**config.mk**
```make
export PLATFORM = sky130hd
export DESIGN_NAME = serial_msg_ack
export DESIGN_NICKNAME = d
export VERILOG_FILES = /design/src/serial_msg_pkg.sv /design/src/serial_msg_ack.sv /design/src/reply_fifo.sv
export VERILOG_INCLUDE_DIRS = /design/src
export SDC_FILE = /design/constraint.sdc
export NUM_CORES = 1
export LEC_CHECK = 0
export ABC_AREA = 1
export BUFFER_PORTS_ARGS = -buffer_cell sky130_fd_sc_hd__buf_2
export CELL_PAD_IN_SITES_DETAIL_PLACEMENT = 0
export CELL_PAD_IN_SITES_GLOBAL_PLACEMENT = 1
export CORE_ASPECT_RATIO = 1.4
export CORE_MARGIN = 5
export CORE_UTILIZATION = 50
export DETAILED_ROUTE_END_ITERATION = 8
export PLACE_DENSITY_LB_ADDON = 0.1
export SLEW_MARGIN = 10
export SYNTH_ARGS = -nofsm -noshare
export SYNTH_HDL_FRONTEND = slang
export SYNTH_SLANG_ARGS = --single-unit
export TNS_END_PERCENT = 10
```
**constraint.sdc**
```tcl
create_clock -name clk_in -period 5.55 [get_ports clk_in]
set_input_delay 0.555 -clock clk_in [delete_from_list [all_inputs] [get_ports clk_in]]
set_output_delay 0.555 -clock clk_in [all_outputs]
set_load 0.01 [all_outputs]
```
**src/serial_msg_regs.svh**
```systemverilog
`ifndef SERIAL_MSG_REGS_SVH
`define SERIAL_MSG_REGS_SVH

// Framing, answer and query characters
`define CHR_STX      8'h02
`define CHR_ETX      8'h03
`define CHR_ACK      8'h06
`define CHR_NAK      8'h15
`define CHR_QUERY    8'h3F
// Lowest legal content code, decimal 32
`define CHR_MIN      8'h20

// Character timing
`define CLK_HZ       250000000
`define BAUD_DEFAULT 9600
`define OVS_RATE     16
`define OVS_DIV      (`CLK_HZ / (`BAUD_DEFAULT * `OVS_RATE))

// Receive buffer and reply FIFO sizes
`define MSG_DEPTH    32
`define FIFO_DEPTH   16

`endif

```
**src/serial_msg_pkg.sv**
```systemverilog
package serial_msg_pkg;

  typedef enum logic [1:0] {
    RX_HUNT = 2'b01,
    RX_BODY = 2'b10
  } rx_state_e;

  typedef enum logic [5:0] {
    TX_IDLE = 6'b000001,
    TX_ANS  = 6'b000010,
    TX_WAIT = 6'b000100,
    TX_STX  = 6'b001000,
    TX_DATA = 6'b010000,
    TX_ETX  = 6'b100000
  } tx_state_e;

endpackage

```
**src/serial_msg_ack.sv**
```systemverilog
`include "serial_msg_regs.svh"

module serial_msg_ack #(
  parameter int OVS_DIV   = `OVS_DIV,
  parameter int MSG_DEPTH = `MSG_DEPTH,
  parameter int ERR_W     = 8
) (
  // Clock and reset
  input  wire logic             clk_in,
  input  wire logic             rstn_in,
  // Serial control lines
  input  wire logic             rx_in,
  output logic                  tx_out,
  // Received command stream
  output logic [7:0]            cmd_byte_out,
  output logic                  cmd_valid_out,
  output logic                  cmd_last_out,
  output logic                  cmd_query_out,
  // Reply path
  input  wire logic [7:0]       reply_data_in,
  input  wire logic             reply_valid_in,
  input  wire logic             reply_last_in,
  output logic                  reply_ready_out,
  input  wire logic             noreply_in,
  // Last command error code
  input  wire logic [ERR_W-1:0] err_code_in,
  input  wire logic             err_valid_in,
  output logic [ERR_W-1:0]      last_err_out
);

  localparam int DW = $clog2(OVS_DIV);
  localparam int MW = $clog2(MSG_DEPTH + 1);

  ////////////////////////////////////////////////////////////////////////////
  // Oversample tick, 16 per bit
  logic [DW-1:0] div_cnt;
  logic          tick;

  always_ff @(posedge clk_in or negedge rstn_in) begin
    if (!rstn_in) begin
      div_cnt <= '0;
      tick    <= 1'b0;
    end else begin
      tick    <= (div_cnt == DW'(OVS_DIV - 1));
      div_cnt <= (div_cnt == DW'(OVS_DIV - 1)) ? '0 : div_cnt + 1'b1;
    end
  end

  ////////////////////////////////////////////////////////////////////////////
  // Receive character: 8N1, sampled mid-bit
  logic       rx_meta;
  logic       rx_sync;
  logic       rx_act;
  logic [3:0] rx_ph;
  logic [3:0] rx_bit;
  logic [7:0] rx_sh;
  logic       rx_stb;
  logic       rx_ferr;

  always_ff @(posedge clk_in or negedge rstn_in) begin
    if (!rstn_in) begin
      rx_meta <= 1'b1;
      rx_sync <= 1'b1;
    end else begin
      rx_meta <= rx_in;
      rx_sync <= rx_meta;
    end
  end

  always_ff @(posedge clk_in or negedge rstn_in) begin
    if (!rstn_in) begin
      rx_act  <= 1'b0;
      rx_ph   <= '0;
      rx_bit  <= '0;
      rx_sh   <= '0;
      rx_stb  <= 1'b0;
      rx_ferr <= 1'b0;
    end else begin
      rx_stb <= 1'b0;
      if (tick) begin
        if (!rx_act) begin
          if (!rx_sync) begin
            rx_act <= 1'b1;
            rx_ph  <= '0;
            rx_bit <= '0;
          end
        end else if (rx_ph == ((rx_bit == 4'h0) ? 4'h7 : 4'hF)) begin
          rx_ph <= '0;
          if (rx_bit == 4'h0 && rx_sync) begin
            rx_act <= 1'b0;
          end else if (rx_bit == 4'h9) begin
            rx_act  <= 1'b0;
            rx_stb  <= 1'b1;
            rx_ferr <= !rx_sync;
          end else begin
            rx_bit <= rx_bit + 1'b1;
            if (rx_bit != 4'h0) begin
              rx_sh <= {rx_sync, rx_sh[7:1]};
            end
          end
        end else begin
          rx_ph <= rx_ph + 1'b1;
        end
      end
    end
  end

  ////////////////////////////////////////////////////////////////////////////
  // Message assembly; waits forever between characters
  serial_msg_pkg::rx_state_e rx_state;
  logic [7:0]    msg_mem [MSG_DEPTH];
  logic [MW-1:0] wr_cnt;
  logic          msg_bad;
  logic          ans_req;
  logic          ans_nak;
  logic [MW-1:0] msg_len;
  logic          ans_take;

  always_ff @(posedge clk_in) begin
    if (rx_stb && rx_state == serial_msg_pkg::RX_BODY && wr_cnt != MW'(MSG_DEPTH)) begin
      msg_mem[wr_cnt[$clog2(MSG_DEPTH)-1:0]] <= rx_sh;
    end
  end

  always_ff @(posedge clk_in or negedge rstn_in) begin
    if (!rstn_in) begin
      rx_state      <= serial_msg_pkg::RX_HUNT;
      wr_cnt        <= '0;
      msg_bad       <= 1'b0;
      ans_req       <= 1'b0;
      ans_nak       <= 1'b0;
      msg_len       <= '0;
      cmd_query_out <= 1'b0;
    end else begin
      if (ans_take) begin
        ans_req <= 1'b0;
      end
      if (rx_stb) begin
        if (rx_sh == `CHR_STX && !rx_ferr) begin
          rx_state <= serial_msg_pkg::RX_BODY;
          wr_cnt   <= '0;
          msg_bad  <= 1'b0;
        end else if (rx_state == serial_msg_pkg::RX_BODY) begin
          if (rx_sh == `CHR_ETX && !rx_ferr) begin
            rx_state      <= serial_msg_pkg::RX_HUNT;
            ans_req       <= 1'b1;
            ans_nak       <= msg_bad;
            msg_len       <= wr_cnt;
            cmd_query_out <= (wr_cnt != '0) &&
                             (msg_mem[wr_cnt[$clog2(MSG_DEPTH)-1:0] - 1'b1] == `CHR_QUERY);
          end else if (rx_sh < `CHR_MIN || rx_ferr || wr_cnt == MW'(MSG_DEPTH)) begin
            msg_bad <= 1'b1;
          end else begin
            wr_cnt <= wr_cnt + 1'b1;
          end
        end
      end
    end
  end

  ////////////////////////////////////////////////////////////////////////////
  // Reply FIFO
  logic [8:0] rf_data;
  logic       rf_valid;
  logic       rf_pop;
  logic       reply_done;

  reply_fifo #(
    .WIDTH (9),
    .DEPTH (`FIFO_DEPTH)
  ) u_fifo (
    .clk_in        (clk_in),
    .rstn_in       (rstn_in),
    .in_data_in    ({reply_last_in, reply_data_in}),
    .in_valid_in   (reply_valid_in),
    .in_ready_out  (reply_ready_out),
    .out_data_out  (rf_data),
    .out_valid_out (rf_valid),
    .out_ready_in  (rf_pop)
  );

  ////////////////////////////////////////////////////////////////////////////
  // Answer and reply sequencing
  serial_msg_pkg::tx_state_e tx_state;
  logic       tx_busy;
  logic       tx_go;
  logic [7:0] tx_byte;
  logic [MW-1:0] rd_idx;
  logic       dump;

  assign ans_take = (tx_state == serial_msg_pkg::TX_IDLE) && ans_req && !tx_busy;
  assign rf_pop   = (tx_state == serial_msg_pkg::TX_DATA) && !tx_busy && !tx_go;

  always_ff @(posedge clk_in or negedge rstn_in) begin
    if (!rstn_in) begin
      tx_state   <= serial_msg_pkg::TX_IDLE;
      tx_go      <= 1'b0;
      tx_byte    <= '0;
      reply_done <= 1'b0;
    end else begin
      tx_go <= 1'b0;
      // Only a last byte pushed while waiting counts; one pushed mid-frame would go stale
      if (reply_valid_in && reply_ready_out && reply_last_in &&
          tx_state == serial_msg_pkg::TX_WAIT) begin
        reply_done <= 1'b1;
      end
      unique case (tx_state)
        serial_msg_pkg::TX_IDLE: begin
          if (ans_take) begin
            tx_go    <= 1'b1;
            tx_byte  <= ans_nak ? `CHR_NAK : `CHR_ACK;
            tx_state <= serial_msg_pkg::TX_ANS;
          end
        end
        serial_msg_pkg::TX_ANS: begin
          tx_state <= (ans_nak || msg_len == '0) ? serial_msg_pkg::TX_IDLE
                                                 : serial_msg_pkg::TX_WAIT;
        end
        serial_msg_pkg::TX_WAIT: begin
          if (noreply_in) begin
            tx_state <= serial_msg_pkg::TX_IDLE;
          end else if (reply_done || !reply_ready_out) begin
            // Start only with a whole reply or a full FIFO so the gaps stay short
            tx_state <= serial_msg_pkg::TX_STX;
          end
        end
        serial_msg_pkg::TX_STX: begin
          if (!tx_busy && !tx_go) begin
            tx_go      <= 1'b1;
            tx_byte    <= `CHR_STX;
            reply_done <= 1'b0;
            tx_state   <= serial_msg_pkg::TX_DATA;
          end
        end
        serial_msg_pkg::TX_DATA: begin
          if (rf_pop && rf_valid) begin
            tx_go   <= 1'b1;
            tx_byte <= rf_data[7:0];
            if (rf_data[8]) begin
              tx_state <= serial_msg_pkg::TX_ETX;
            end
          end
        end
        serial_msg_pkg::TX_ETX: begin
          if (!tx_busy && !tx_go) begin
            tx_go    <= 1'b1;
            tx_byte  <= `CHR_ETX;
            tx_state <= serial_msg_pkg::TX_IDLE;
          end
        end
      endcase
    end
  end

  ////////////////////////////////////////////////////////////////////////////
  // Hand the accepted message to the command decoder
  always_ff @(posedge clk_in or negedge rstn_in) begin
    if (!rstn_in) begin
      dump          <= 1'b0;
      rd_idx        <= '0;
      cmd_byte_out  <= '0;
      cmd_valid_out <= 1'b0;
      cmd_last_out  <= 1'b0;
    end else begin
      cmd_valid_out <= dump;
      cmd_last_out  <= dump && (rd_idx == msg_len - 1'b1);
      cmd_byte_out  <= msg_mem[rd_idx[$clog2(MSG_DEPTH)-1:0]];
      if (tx_state == serial_msg_pkg::TX_ANS && !ans_nak && msg_len != '0) begin
        dump   <= 1'b1;
        rd_idx <= '0;
      end else if (dump) begin
        rd_idx <= rd_idx + 1'b1;
        dump   <= (rd_idx != msg_len - 1'b1);
      end
    end
  end

  ////////////////////////////////////////////////////////////////////////////
  // Transmit character: 8N1, next byte loads two cycles after stop bit
  logic [9:0] tx_sh;
  logic [3:0] tx_ph;
  logic [3:0] tx_cnt;

  always_ff @(posedge clk_in or negedge rstn_in) begin
    if (!rstn_in) begin
      tx_busy <= 1'b0;
      tx_sh   <= 10'h3FF;
      tx_ph   <= '0;
      tx_cnt  <= '0;
      tx_out  <= 1'b1;
    end else begin
      tx_out <= tx_sh[0];
      if (tx_go) begin
        tx_busy <= 1'b1;
        tx_sh   <= {1'b1, tx_byte, 1'b0};
        tx_ph   <= '0;
        tx_cnt  <= '0;
      end else if (tx_busy && tick) begin
        tx_ph <= tx_ph + 1'b1;
        if (tx_ph == 4'hF) begin
          tx_sh  <= {1'b1, tx_sh[9:1]};
          tx_cnt <= tx_cnt + 1'b1;
          if (tx_cnt == 4'h9) begin
            tx_busy <= 1'b0;
          end
        end
      end
    end
  end

  ////////////////////////////////////////////////////////////////////////////
  // Error code of the most recent command
  always_ff @(posedge clk_in or negedge rstn_in) begin
    if (!rstn_in) begin
      last_err_out <= '0;
    end else if (err_valid_in) begin
      last_err_out <= err_code_in;
    end
  end

endmodule

```
**src/reply_fifo.sv**
```systemverilog
module reply_fifo #(
  parameter int WIDTH = 9,
  parameter int DEPTH = 16
) (
  // Clock and reset
  input  wire logic             clk_in,
  input  wire logic             rstn_in,
  // Fill side
  input  wire logic [WIDTH-1:0] in_data_in,
  input  wire logic             in_valid_in,
  output logic                  in_ready_out,
  // Drain side
  output logic [WIDTH-1:0]      out_data_out,
  output logic                  out_valid_out,
  input  wire logic             out_ready_in
);

  localparam int AW = $clog2(DEPTH);

  logic [WIDTH-1:0] mem [DEPTH];
  logic [AW-1:0]    wr_ptr;
  logic [AW-1:0]    rd_ptr;
  logic [AW:0]      count;
  logic [AW:0]      next_count;
  logic             push;
  logic             pop;

  assign push         = in_valid_in && in_ready_out;
  assign pop          = out_valid_out && out_ready_in;
  assign out_data_out = mem[rd_ptr];
  assign next_count   = count + (AW+1)'(push) - (AW+1)'(pop);

  always_ff @(posedge clk_in) begin
    if (push) begin
      mem[wr_ptr] <= in_data_in;
    end
  end

  // Flags are registered so both handshake outputs come from flops
  always_ff @(posedge clk_in or negedge rstn_in) begin
    if (!rstn_in) begin
      wr_ptr        <= '0;
      rd_ptr        <= '0;
      count         <= '0;
      in_ready_out  <= 1'b0;
      out_valid_out <= 1'b0;
    end else begin
      if (push) begin
        wr_ptr <= (wr_ptr == AW'(DEPTH - 1)) ? '0 : wr_ptr + 1'b1;
      end
      if (pop) begin
        rd_ptr <= (rd_ptr == AW'(DEPTH - 1)) ? '0 : rd_ptr + 1'b1;
      end
      count         <= next_count;
      in_ready_out  <= (next_count != (AW+1)'(DEPTH));
      out_valid_out <= (next_count != '0);
    end
  end

endmodule

```
# Yosys cells after proc, flatten, opt, wreduce, memory -nomap -nowiden
# Memory sizes are Yosys's and may differ from the RTL's. A register that Yosys moved wholly into a read port is not among the register bits.
# Index checks and enable logic that the tools add are counted.
classes:
  addsub: 13
  n_mul: 0
  n_div: 0
  order_cmp: 1
  n_eq_ne: 34
  shift: 0
  mux: 79
  n_bitwise: 3
  n_reduce_logical: 57
op_table:
  columns: ["operator", "n"]
  rows:
  - ["6-bit 2-to-1 mux", 13]
  - ["4-bit 2-to-1 mux", 15]
  - ["6-bit case mux with 6 select lines", 1]
  - ["1-bit 2-to-1 mux", 35]
  - ["8-bit 2-to-1 mux", 4]
  - ["8-bit case mux with 4 select lines", 1]
  - ["10-bit 2-to-1 mux", 3]
  - ["4-bit by 1-bit adder with 4-bit output, second input constant", 6]
  - ["4-bit equality test, second input constant", 5]
  - ["1-bit logical AND", 19]
  - ["8-bit by 2-bit equality test with 1-bit output, second input constant", 2]
  - ["2-bit inequality test, second input constant", 8]
  - ["5-bit AND reduction", 3]
  - ["2-bit nonzero test", 7]
  - ["6-bit by 1-bit adder with 6-bit output, second input constant", 2]
  - ["6-bit equality test, second input constant", 2]
  - ["4-bit AND reduction", 3]
  - ["6-bit AND reduction", 2]
  - ["6-bit nonzero test", 2]
  - ["11-bit by 1-bit adder with 11-bit output, second input constant", 1]
  - ["11-bit equality test, second input constant", 1]
  - ["11-bit 2-to-1 mux", 1]
  - ["8-bit by 6-bit equality test with 1-bit output, second input constant", 1]
  - ["8-bit by 6-bit < comparator with 1-bit output, second input constant", 1]
  - ["31 further kinds", 49]
totals:
  reg_bits: 119
  latch_bits: 0
  mem_bits_rw: 400
  romBits: 0
  inputBits: 23
  output_inout_bits: 21
  word_cells: 225
  memories: 2
mem_list:
  columns: ["memory", "words", "width", "rd", "rd_ports_with_merged_regs", "write_ports", "line", "text"]
  rows:
  - ["msg_mem", 32, 8, 2, 1, 1, "serial_msg_ack.sv:111", "logic [7:0] msg_mem [MSG_DEPTH];"]
  - ["u_fifo.mem", 16, 9, 1, 0, 1, "reply_fifo.sv:20", "logic [WIDTH-1:0] mem [DEPTH];"]

# Longest topological paths before layout
# Gate-level depths: netlist of run 1.
logic_depth:
  word_depth: 8
  depth_mapped: 18
  mapped_depth_nobuf: 14

# Hierarchy
# Synthesis of run 1 repeated with hierarchy kept, for this count alone.
unflattened:
  cells_unflattened: 2358
  area_unflattened_um2: 23809.1
by_module_without_submodules:
  columns: ["module", "n_inst", "cells_per_inst", "area_each_um2", "seq_area_each_um2"]
  rows:
  - ["serial_msg_ack", 1, 1675, 16778.6, 10482.6]
  - ["reply_fifo", 1, 683, 7030.5, 4699.5]

# Worst setup path after synthesis of run 1
# Ideal clock, no wire load.
synth_timing:
  kind: "reg2reg"
  start: "register tx_go"
  end: "register u_fifo.in_ready_out"
  arrival_ps: 2469
  setup_slack_ps: 2947
  path_stages_with_launch: 13
  n_path_buf: 1
  synth_period_minus_slack_ps: 2603
  cell_sequence: "dfrtp_1 -> buf_2 -> nor2_1 -> inv_1 -> nor3_4 -> ha_1 -> inv_1 -> ha_1 -> inv_1 -> fa_1 -> inv_1 -> nor4_1 -> nand2_1"
synth_between:
  elab_chain_cells: 5
synth_rtl:
  columns: ["element", "line", "text"]
  rows:
  - ["start: declaration", "serial_msg_ack.sv:186", "logic tx_go;"]
  - ["start signal: assignment", "serial_msg_ack.sv:197", "tx_go <= 1'b0;"]
  - ["start signal: assignment", "serial_msg_ack.sv:201", "tx_go <= 1'b0;"]
  - ["start signal: assignment", "serial_msg_ack.sv:210", "tx_go <= 1'b1;"]
  - ["1-bit logical NOT", "serial_msg_ack.sv:192", "assign rf_pop = (tx_state == serial_msg_pkg::TX_DATA) && !tx_busy && !tx_go;"]
  - ["1-bit logical AND", "serial_msg_ack.sv:192", null]
  - ["1-bit logical AND", "reply_fifo.sv:29", "assign pop = out_valid_out && out_ready_in;"]
  - ["named net u_fifo.pop", "reply_fifo.sv:26", "logic pop;"]
  - ["5-bit by 1-bit subtractor with 5-bit output", "reply_fifo.sv:31", "assign next_count = count + (AW+1)'(push) - (AW+1)'(pop);"]
  - ["named net u_fifo.next_count[1]", "reply_fifo.sv:24", "logic [AW:0] next_count;"]
  - ["5-bit inequality test", "reply_fifo.sv:55", "in_ready_out <= (next_count != (AW+1)'(DEPTH));"]
  - ["end signal: assignment", "reply_fifo.sv:55", null]
  - ["end: declaration", "reply_fifo.sv:11", "output logic in_ready_out,"]
# The timed path passes the listed nets, and every way through them passes these cells.
# A chain may end at the register's enable or synchronous reset.

# Worst setup path after layout of run 1
layout_timing:
  start: "register wr_cnt[0]"
  end: "register cmd_query_out"
layout_between:
  elab_chain_cells: 4
layout_rtl:
  columns: ["element", "line", "text"]
  rows:
  - ["start: declaration", "serial_msg_ack.sv:112", "logic [MW-1:0] wr_cnt;"]
  - ["start signal: assignment", "serial_msg_ack.sv:154", "wr_cnt <= wr_cnt + 1'b1;"]
  - ["5-bit by 1-bit subtractor with 5-bit output", "serial_msg_ack.sv:150", "(msg_mem[wr_cnt[$clog2(MSG_DEPTH)-1:0] - 1'b1] == `CHR_QUERY);"]
  - ["memory 32 x 8 bit", null, null]
  - ["8-bit by 6-bit equality test with 1-bit output (no source line)", null, null]
  - ["1-bit logical AND (*)", "serial_msg_ack.sv:149", "cmd_query_out <= (wr_cnt != '0) &&"]
  - ["end signal: assignment", "serial_msg_ack.sv:149", null]
  - ["end: declaration", "serial_msg_ack.sv:18", "output logic cmd_query_out,"]
# Every way passes the cells marked *; elsewhere a longest branch is shown, timed or not.

==> results.json, run 1 <==
{
  "route.detailed.vias_per_inst": 5.66,
  "fp.dieW_um": 193,
  "max_clock_freq_mhz": 281,
  "num_vias": 16149,
  "worst_path_required_ns": 6.05,
  "antennaDiodeCount": 0,
  "y_dimension_of_the_die_um": 266,
  "dr_wl_met3_mm": 2.43,
  "grt_pass1_vias": 16331,
  "wl_per_cell_um": 20.9,
  "placed_cell_area_um2": 24000,
  "area_growth_pct": 10.4,
  "start_kind": "flip-flop",
  "met2_length_mm": 32.0,
  "cts_buffers": 51,
  "first_iter_violations": 1068,
  "syn-mean-instance-area_um2": 10.7,
  "grt_start_max_net_pins": 86,
  "power_density_over_the_cells_nw_per_um2": 331,
  "clk-insertion-delay-late_ns": 0.61,
  "clock-skew-final_ns": 0.0222,
  "synth_top_area_share_pct": 51.5,
  "detailed_placement_wirelength_estimate_mm": 38.4,
  "std_cell_rows": 93,
  "design.core.area_um2": 46100,
  "post_synth_most_frequent_cells": "sky130_fd_sc_hd__edfxtp_1 (400), sky130_fd_sc_hd__nor2_1 (337), sky130_fd_sc_hd__nand2_1 (306)",
  "drt_drc_violations_left": 0,
  "post-route-cell-area_um2": 25800,
  "final_setup_violating_endpoints": 0,
  "period_needed_ns": 3.56,
  "yosys_register_bits": 526,
  "timing.final.crit_share_pct": 64.2,
  "synth.cell_area_um2": 23300,
  "run_status": "completed",
  "tns_ns": 0,
  "m1WireLength_mm": 22.9,
  "synth_enable_flop_cells": 400,
  "initial_core_util_pct": 50.6,
  "hold_viol": 0,
  "max_buffers_root_to_sink": 3,
  "relSlewSlack_pct": 20.8,
  "crit_type": "reg2reg",
  "grtUsageTotal_pct": 23.6,
  "gp_congestion": 0.840,
  "cap_violations": 0,
  "htree_num_levels": 2,
  "syn-instance-count": 2178,
  "top_signal_layer_used": "met4",
  "route.antenna.remaining_nets": 0,
  "ioPinCount": 44,
  "timing.critical_path.arrival_ns": 4.07,
  "maximum_fanout_along_the_worst_path": 51,
  "leakage_nw": 9.54,
  "tightestPinTransition_ns": 1.19,
  "cts_tree": "done",
  "cts.sink_count": 526,
  "async_reset_ff_share_pct": 24.0,
  "grt_pass1_wl_mm": 92.5,
  "antenna_found_initial": 0,
  "crit_path_end_kind": "flip-flop",
  "worst_setup_hold_path_clk_slew_ns": 0.06,
  "synthFlopType": "sky130_fd_sc_hd__edfxtp_1",
  "synth_seq_area_share_pct": 65.1,
  "cts_post_setup_buffers_inserted": 0,
  "cell_chosen_for_the_clock_root": "sky130_fd_sc_hd__clkbuf_16",
  "ir_drop_v": 0.000312,
  "totalWireLength_mm": 59.7,
  "grt-ovfl-total": 0,
  "layout-drive-gt1-share_pct": 9.47,
  "hold_class": "in2reg",
  "synthDistinctLibCells": 56,
  "die_area_um2": 51100,
  "buffer_ports.inserted": 43,
  "yosysTopAreaCell": "sky130_fd_sc_hd__edfxtp_1",
  "yosysWarnings": 0,
  "maxSlewViolCount": 0,
  "synth_area_leaders": "sky130_fd_sc_hd__edfxtp_1 (52%), sky130_fd_sc_hd__dfrtp_1 (12%), sky130_fd_sc_hd__o21ai_0 (5.5%)",
  "synth_most_common_cell": "sky130_fd_sc_hd__edfxtp_1",
  "synth.net_count": 2229,
  "finish.net_count": 2246,
  "unrepaired_setup_endpoints_after_global_routing": "false",
  "detailedRoute.firstPassIterationCount": 5
}
area by class of cell:
type                    count  area [µm²]
flip-flops and latches    526       15200
clock inverters            30         384
fillers                  4099       20300
well taps                 617         772
multi-input cells        1376        6980
clock buffers              66        1390
repair buffers             61         359
inverters                 179         678
worst max-delay path, stage by stage, from the launching register on:
cell and delay, ns:
sky130_fd_sc_hd__dfrtp_1 0.38, sky130_fd_sc_hd__inv_2 0.62, sky130_fd_sc_hd__ha_2 1.07, sky130_fd_sc_hd__inv_4 0.37, sky130_fd_sc_hd__nand2_1 0.15, sky130_fd_sc_hd__o21ai_0 0.08, sky130_fd_sc_hd__nor2_1 0.13, sky130_fd_sc_hd__nor2_1 0.05
sky130_fd_sc_hd__nand3_1 0.09, sky130_fd_sc_hd__nand3_1 0.10, sky130_fd_sc_hd__nand2_1 0.19, sky130_fd_sc_hd__nand2_1 0.07, sky130_fd_sc_hd__nand3_1 0.06, sky130_fd_sc_hd__nand2_1 0.05
layout by cell type, fill, tap and decap left out, types with 17 or more instances in the layout:
cell type                   instances
sky130_fd_sc_hd__edfxtp_1         400
sky130_fd_sc_hd__nor2_1           336
sky130_fd_sc_hd__nand2_1          306
sky130_fd_sc_hd__o21ai_0          256
sky130_fd_sc_hd__inv_1            162
sky130_fd_sc_hd__nand3_1          139
sky130_fd_sc_hd__dfrtp_1          106
sky130_fd_sc_hd__a21oi_1           54
sky130_fd_sc_hd__clkbuf_16         52
sky130_fd_sc_hd__buf_2             42
sky130_fd_sc_hd__o221ai_1          39
sky130_fd_sc_hd__o22ai_1           36
sky130_fd_sc_hd__o211ai_1          31
sky130_fd_sc_hd__nand4_1           30
sky130_fd_sc_hd__ha_1              26
sky130_fd_sc_hd__xor2_1            21
sky130_fd_sc_hd__buf_4             17
power breakdown:
group          switching, W  internal, W
combinational      0.000298     0.000125
sequential        0.0000558      0.00438
clock               0.00150      0.00216
total               0.00185      0.00666
cell families after synthesis:
logic type / share of synthesized area [%]
multiplexers: 0.435
AO/OA/AOI/OAI: 10.9
XOR/XNOR: 1.16
flip-flops: 65.1
adder cells (fa/ha/maj): 1.53
AND/OR/NAND/NOR: 15.8
buffers and inverters: 5.00
sequential cells by signal (all words and copies together), names as in the netlist, 5 cells and up:
register and cells:
div_cnt 11, msg_len 6, u_fifo.mem 144, rd_idx 6
msg_mem 256, wr_cnt 6, last_err_out 8, tx_state 6
tx_byte 8, cmd_byte_out 8, u_fifo.count 5, tx_sh 9
rx_sh 8
routing by layer:
layer  up-vias  track usage [%]
li1       7656                -
met1      7970             27.8
met2       403             43.2
met3       120             3.33
met4         0             9.10
met5         -                0
path summary, 6_finish.rpt:
check / slack, ns / to / cells past startpoint / from
max: 1.99 / cmd_query_out$_DFFE_PN0P_ / 13 / wr_cnt[0]$_DFFE_PN0P_
min: 0.05 / rx_meta$_DFF_PN1_ / 1 / rx_in
max reg2reg: 1.99 / cmd_query_out$_DFFE_PN0P_ / 13 / wr_cnt[0]$_DFFE_PN0P_
min reg2reg: 0.36 / rx_sync$_DFF_PN1_ / 0 / rx_meta$_DFF_PN1_
max in group asynchronous: 3.59 / rd_idx[0]$_DFFE_PN0P_ / 3 / rstn_in
min in group asynchronous: 0.45 / last_err_out[5]$_DFFE_PN0P_ / 2 / rstn_in
timing repair:
item,CTS,global route
hold buffers,1,0
resized for setup,0,0
endpoints found under the hold margin,41,0
stage by stage:
| stage | instances | hold slack, ns | total power [W] | setup WS, ns | utilization [%] |
|---|---|---|---|---|---|
| floorplan | 2178 | 0.259 | 0.00478 | 2.95 | - |
| global placement | 2758 | 0.346 | 0.00493 | 2.11 | 52.0 |
| detailed placement | 2758 | 0.358 | 0.00495 | 2.03 | 52.0 |
| CTS | 2855 | 0.0223 | 0.00861 | 2.03 | 55.9 |
| global route | 2855 | 0.0270 | 0.00883 | 1.76 | 55.9 |
| finish | 2855 | 0.0514 | 0.00851 | 1.99 | 55.9 |
(Power assumes the default switching activity.)
==> inputs of run 2 (changes only) <==
--- a/config.mk
+++ b/config.mk
@@ -12,7 +12,7 @@
 export CELL_PAD_IN_SITES_GLOBAL_PLACEMENT = 1
 export CORE_ASPECT_RATIO = 1.4
 export CORE_MARGIN = 5
-export CORE_UTILIZATION = 50
+export CORE_UTILIZATION = 46
 export DETAILED_ROUTE_END_ITERATION = 8
 export PLACE_DENSITY_LB_ADDON = 0.1
 export SLEW_MARGIN = 10
==> constraint.sdc (replaced) <==
create_clock -name clk_in -period 3 [get_ports clk_in]
set_input_delay 0.3 -clock clk_in [delete_from_list [all_inputs] [get_ports clk_in]]
set_output_delay 0.3 -clock clk_in [all_outputs]
set_load 0.01 [all_outputs]
==> run 2 against run 1 <==
Highest routed layer unchanged. First-iteration DRC count down 13%. Combinational power increased by 100%. Largest cell class unchanged. Clock skew increased by 0.00056 ns. Setup slack got worse by 1.6 ns. Critical path depth did not move.
==> results.json, run 2 (synthesized netlist as in run 1, its figures left out) <==
{
  "run_status": "completed",
  "grt-ovfl-total": 0,
  "buffer_ports.inserted": 43,
  "final_cell_mix": "sky130_fd_sc_hd__edfxtp_1 (400), sky130_fd_sc_hd__nor2_1 (337), sky130_fd_sc_hd__nand2_1 (306)",
  "antenna_found_initial": 0,
  "cts.sink_count": 526,
  "drt_drc_violations_left": 0,
  "power_density_over_the_cells_nw_per_um2": 597,
  "std_cell_rows": 97,
  "cap_violations": 0,
  "maxSlewViolCount": 0,
  "route.antenna.remaining_nets": 0,
  "period_needed_ns": 2.66,
  "grt_pass1_vias": 16653,
  "grt_start_max_net_pins": 91,
  "ff2ff_setup_slack_ns": 0.34,
  "htree_num_levels": 2,
  "hold_class": "in2reg",
  "maximum_fanout_along_the_worst_path": 8,
  "start_kind": "flip-flop",
  "cts_buffers": 51,
  "tightestPinTransition_ns": 0.830,
  "route.detailed.vias_per_inst": 5.53,
  "wl_per_cell_um": 20.6,
  "timing.critical_path.arrival_ns": 3.14,
  "grt_pass1_wl_mm": 94.2,
  "worst_setup_hold_path_clk_slew_ns": 0.06,
  "detailedRoute.firstPassIterationCount": 7,
  "hold_viol": 0,
  "largest_reg_flops": 256,
  "cts.hold.buffers_added": 10,
  "design.core.area_um2": 50100,
  "initial_core_util_pct": 46.5,
  "detailed_placement_wirelength_estimate_mm": 40.2,
  "max_clock_freq_mhz": 376,
  "cts_post_setup_buffers_inserted": 0,
  "crit_type": "reg2reg",
  "max_buffers_root_to_sink": 3,
  "met2_length_mm": 32.4,
  "tns_ns": 0,
  "ir_drop_v": 0.000565,
  "crit_path_end_kind": "flip-flop",
  "unrepaired_setup_endpoints_after_global_routing": "false",
  "fp.dieW_um": 200,
  "timing.final.crit_share_pct": 88.6,
  "y_dimension_of_the_die_um": 276,
  "cts.repair.resized": 0,
  "ioPinCount": 44,
  "leakage_nw": 9.91,
  "cell_chosen_for_the_clock_root": "sky130_fd_sc_hd__clkbuf_16",
  "layout-drive-gt1-share_pct": 11.6,
  "cts_tree": "done",
  "top_signal_layer_used": "met4",
  "m1WireLength_mm": 23.4,
  "clock-skew-final_ns": 0.0228,
  "worst_path_required_ns": 3.48,
  "first_iter_violations": 928,
  "antennaDiodeCount": 0,
  "dr_wl_met3_mm": 2.57,
  "gp_congestion": 0.865,
  "clk-insertion-delay-late_ns": 0.62,
  "relSlewSlack_pct": 44.2,
  "final_worst_hold_slack_ns": 0.0555,
  "finalPower_w": 0.0158,
  "totalWireLength_mm": 60.8,
  "layout.cells.most_common": "sky130_fd_sc_hd__edfxtp_1",
  "finish.net_count": 2315,
  "num_vias": 16323,
  "die_area_um2": 55400,
  "final_setup_violating_endpoints": 0,
  "grtUsageTotal_pct": 21.6,
  "area_growth_pct": 13.3
}
[run 2: cell count changes in the layout (fill, tap and decap cells not counted), moves of 2 or more]
cell,delta
sky130_fd_sc_hd__buf_12,+8
sky130_fd_sc_hd__buf_4,+52
sky130_fd_sc_hd__clkbuf_8,-3
sky130_fd_sc_hd__clkinv_16,+2
sky130_fd_sc_hd__clkinv_8,-2
sky130_fd_sc_hd__clkinvlp_4,+3
sky130_fd_sc_hd__dfrtp_1,+3
sky130_fd_sc_hd__dfrtp_2,-3
sky130_fd_sc_hd__dlygate4sd3_1,+9
[run 2: worst paths after layout]
kind / from / to / cells after the start
min in group asynchronous: rstn_in / div_cnt[0]$_DFF_PN0_ / 2
worst min register to register: rx_meta$_DFF_PN1_ / rx_sync$_DFF_PN1_ / 0
worst min-delay path: noreply_in / tx_state[3]$_DFFE_PN0P_ / 4
max in group asynchronous: rstn_in / tx_sh[7]$_DFFE_PN1P_ / 3
worst max-delay path: tx_state[3]$_DFFE_PN0P_ / u_fifo.in_ready_out$_DFF_PN0_ / 13
worst max register to register: tx_state[3]$_DFFE_PN0P_ / u_fifo.in_ready_out$_DFF_PN0_ / 13
[run 2: metrics by stage]
step	utilization [%]	setup slack [ns]	area [µm²]	std cells
floorplan	-	0.397	23300	2178
detailed placement	49.0	0.367	24500	2844
global route	52.7	0.0689	26400	2950
finish	52.7	0.342	26400	2950
global placement	49.0	0.411	24500	2844
CTS	52.7	0.310	26400	2950
[run 2: routing by layer]
metal,vias to the layer above,GRT usage (%)
li1,7784,-
met1,7969,24.8
met2,430,40.6
met3,140,2.93
met4,0,8.69
met5,-,0
[run 2: worst max-delay path: stages, from the launching register on]
cell and delay (ns):
sky130_fd_sc_hd__dfrtp_1 0.39, sky130_fd_sc_hd__nor2_1 0.19, sky130_fd_sc_hd__nand2_1 0.09, sky130_fd_sc_hd__inv_2 0.09, sky130_fd_sc_hd__nand2_4 0.09, sky130_fd_sc_hd__nor3_4 0.15
sky130_fd_sc_hd__ha_1 0.25, sky130_fd_sc_hd__inv_1 0.06, sky130_fd_sc_hd__ha_1 0.15, sky130_fd_sc_hd__inv_1 0.06, sky130_fd_sc_hd__fa_1 0.51, sky130_fd_sc_hd__inv_1 0.06
sky130_fd_sc_hd__nor4_1 0.36, sky130_fd_sc_hd__nand2_1 0.09
[run 2: where the power goes]
group	leakage (nW)	internal, W	switching [W]
registers	4.66	0.00809	0.000104
logic	4.40	0.000282	0.000574
clock network	0.850	0.00388	0.00284
total	9.91	0.0123	0.00351
[run 2: layout make-up]
type	instances	area, µm²
fillers	4411	23700
flip-flops and latches	526	15200
multi-input cells	1376	6970
clock buffers	62	1330
repair buffers	130	1000
well taps	643	805
inverters	179	678
clock inverters	34	440
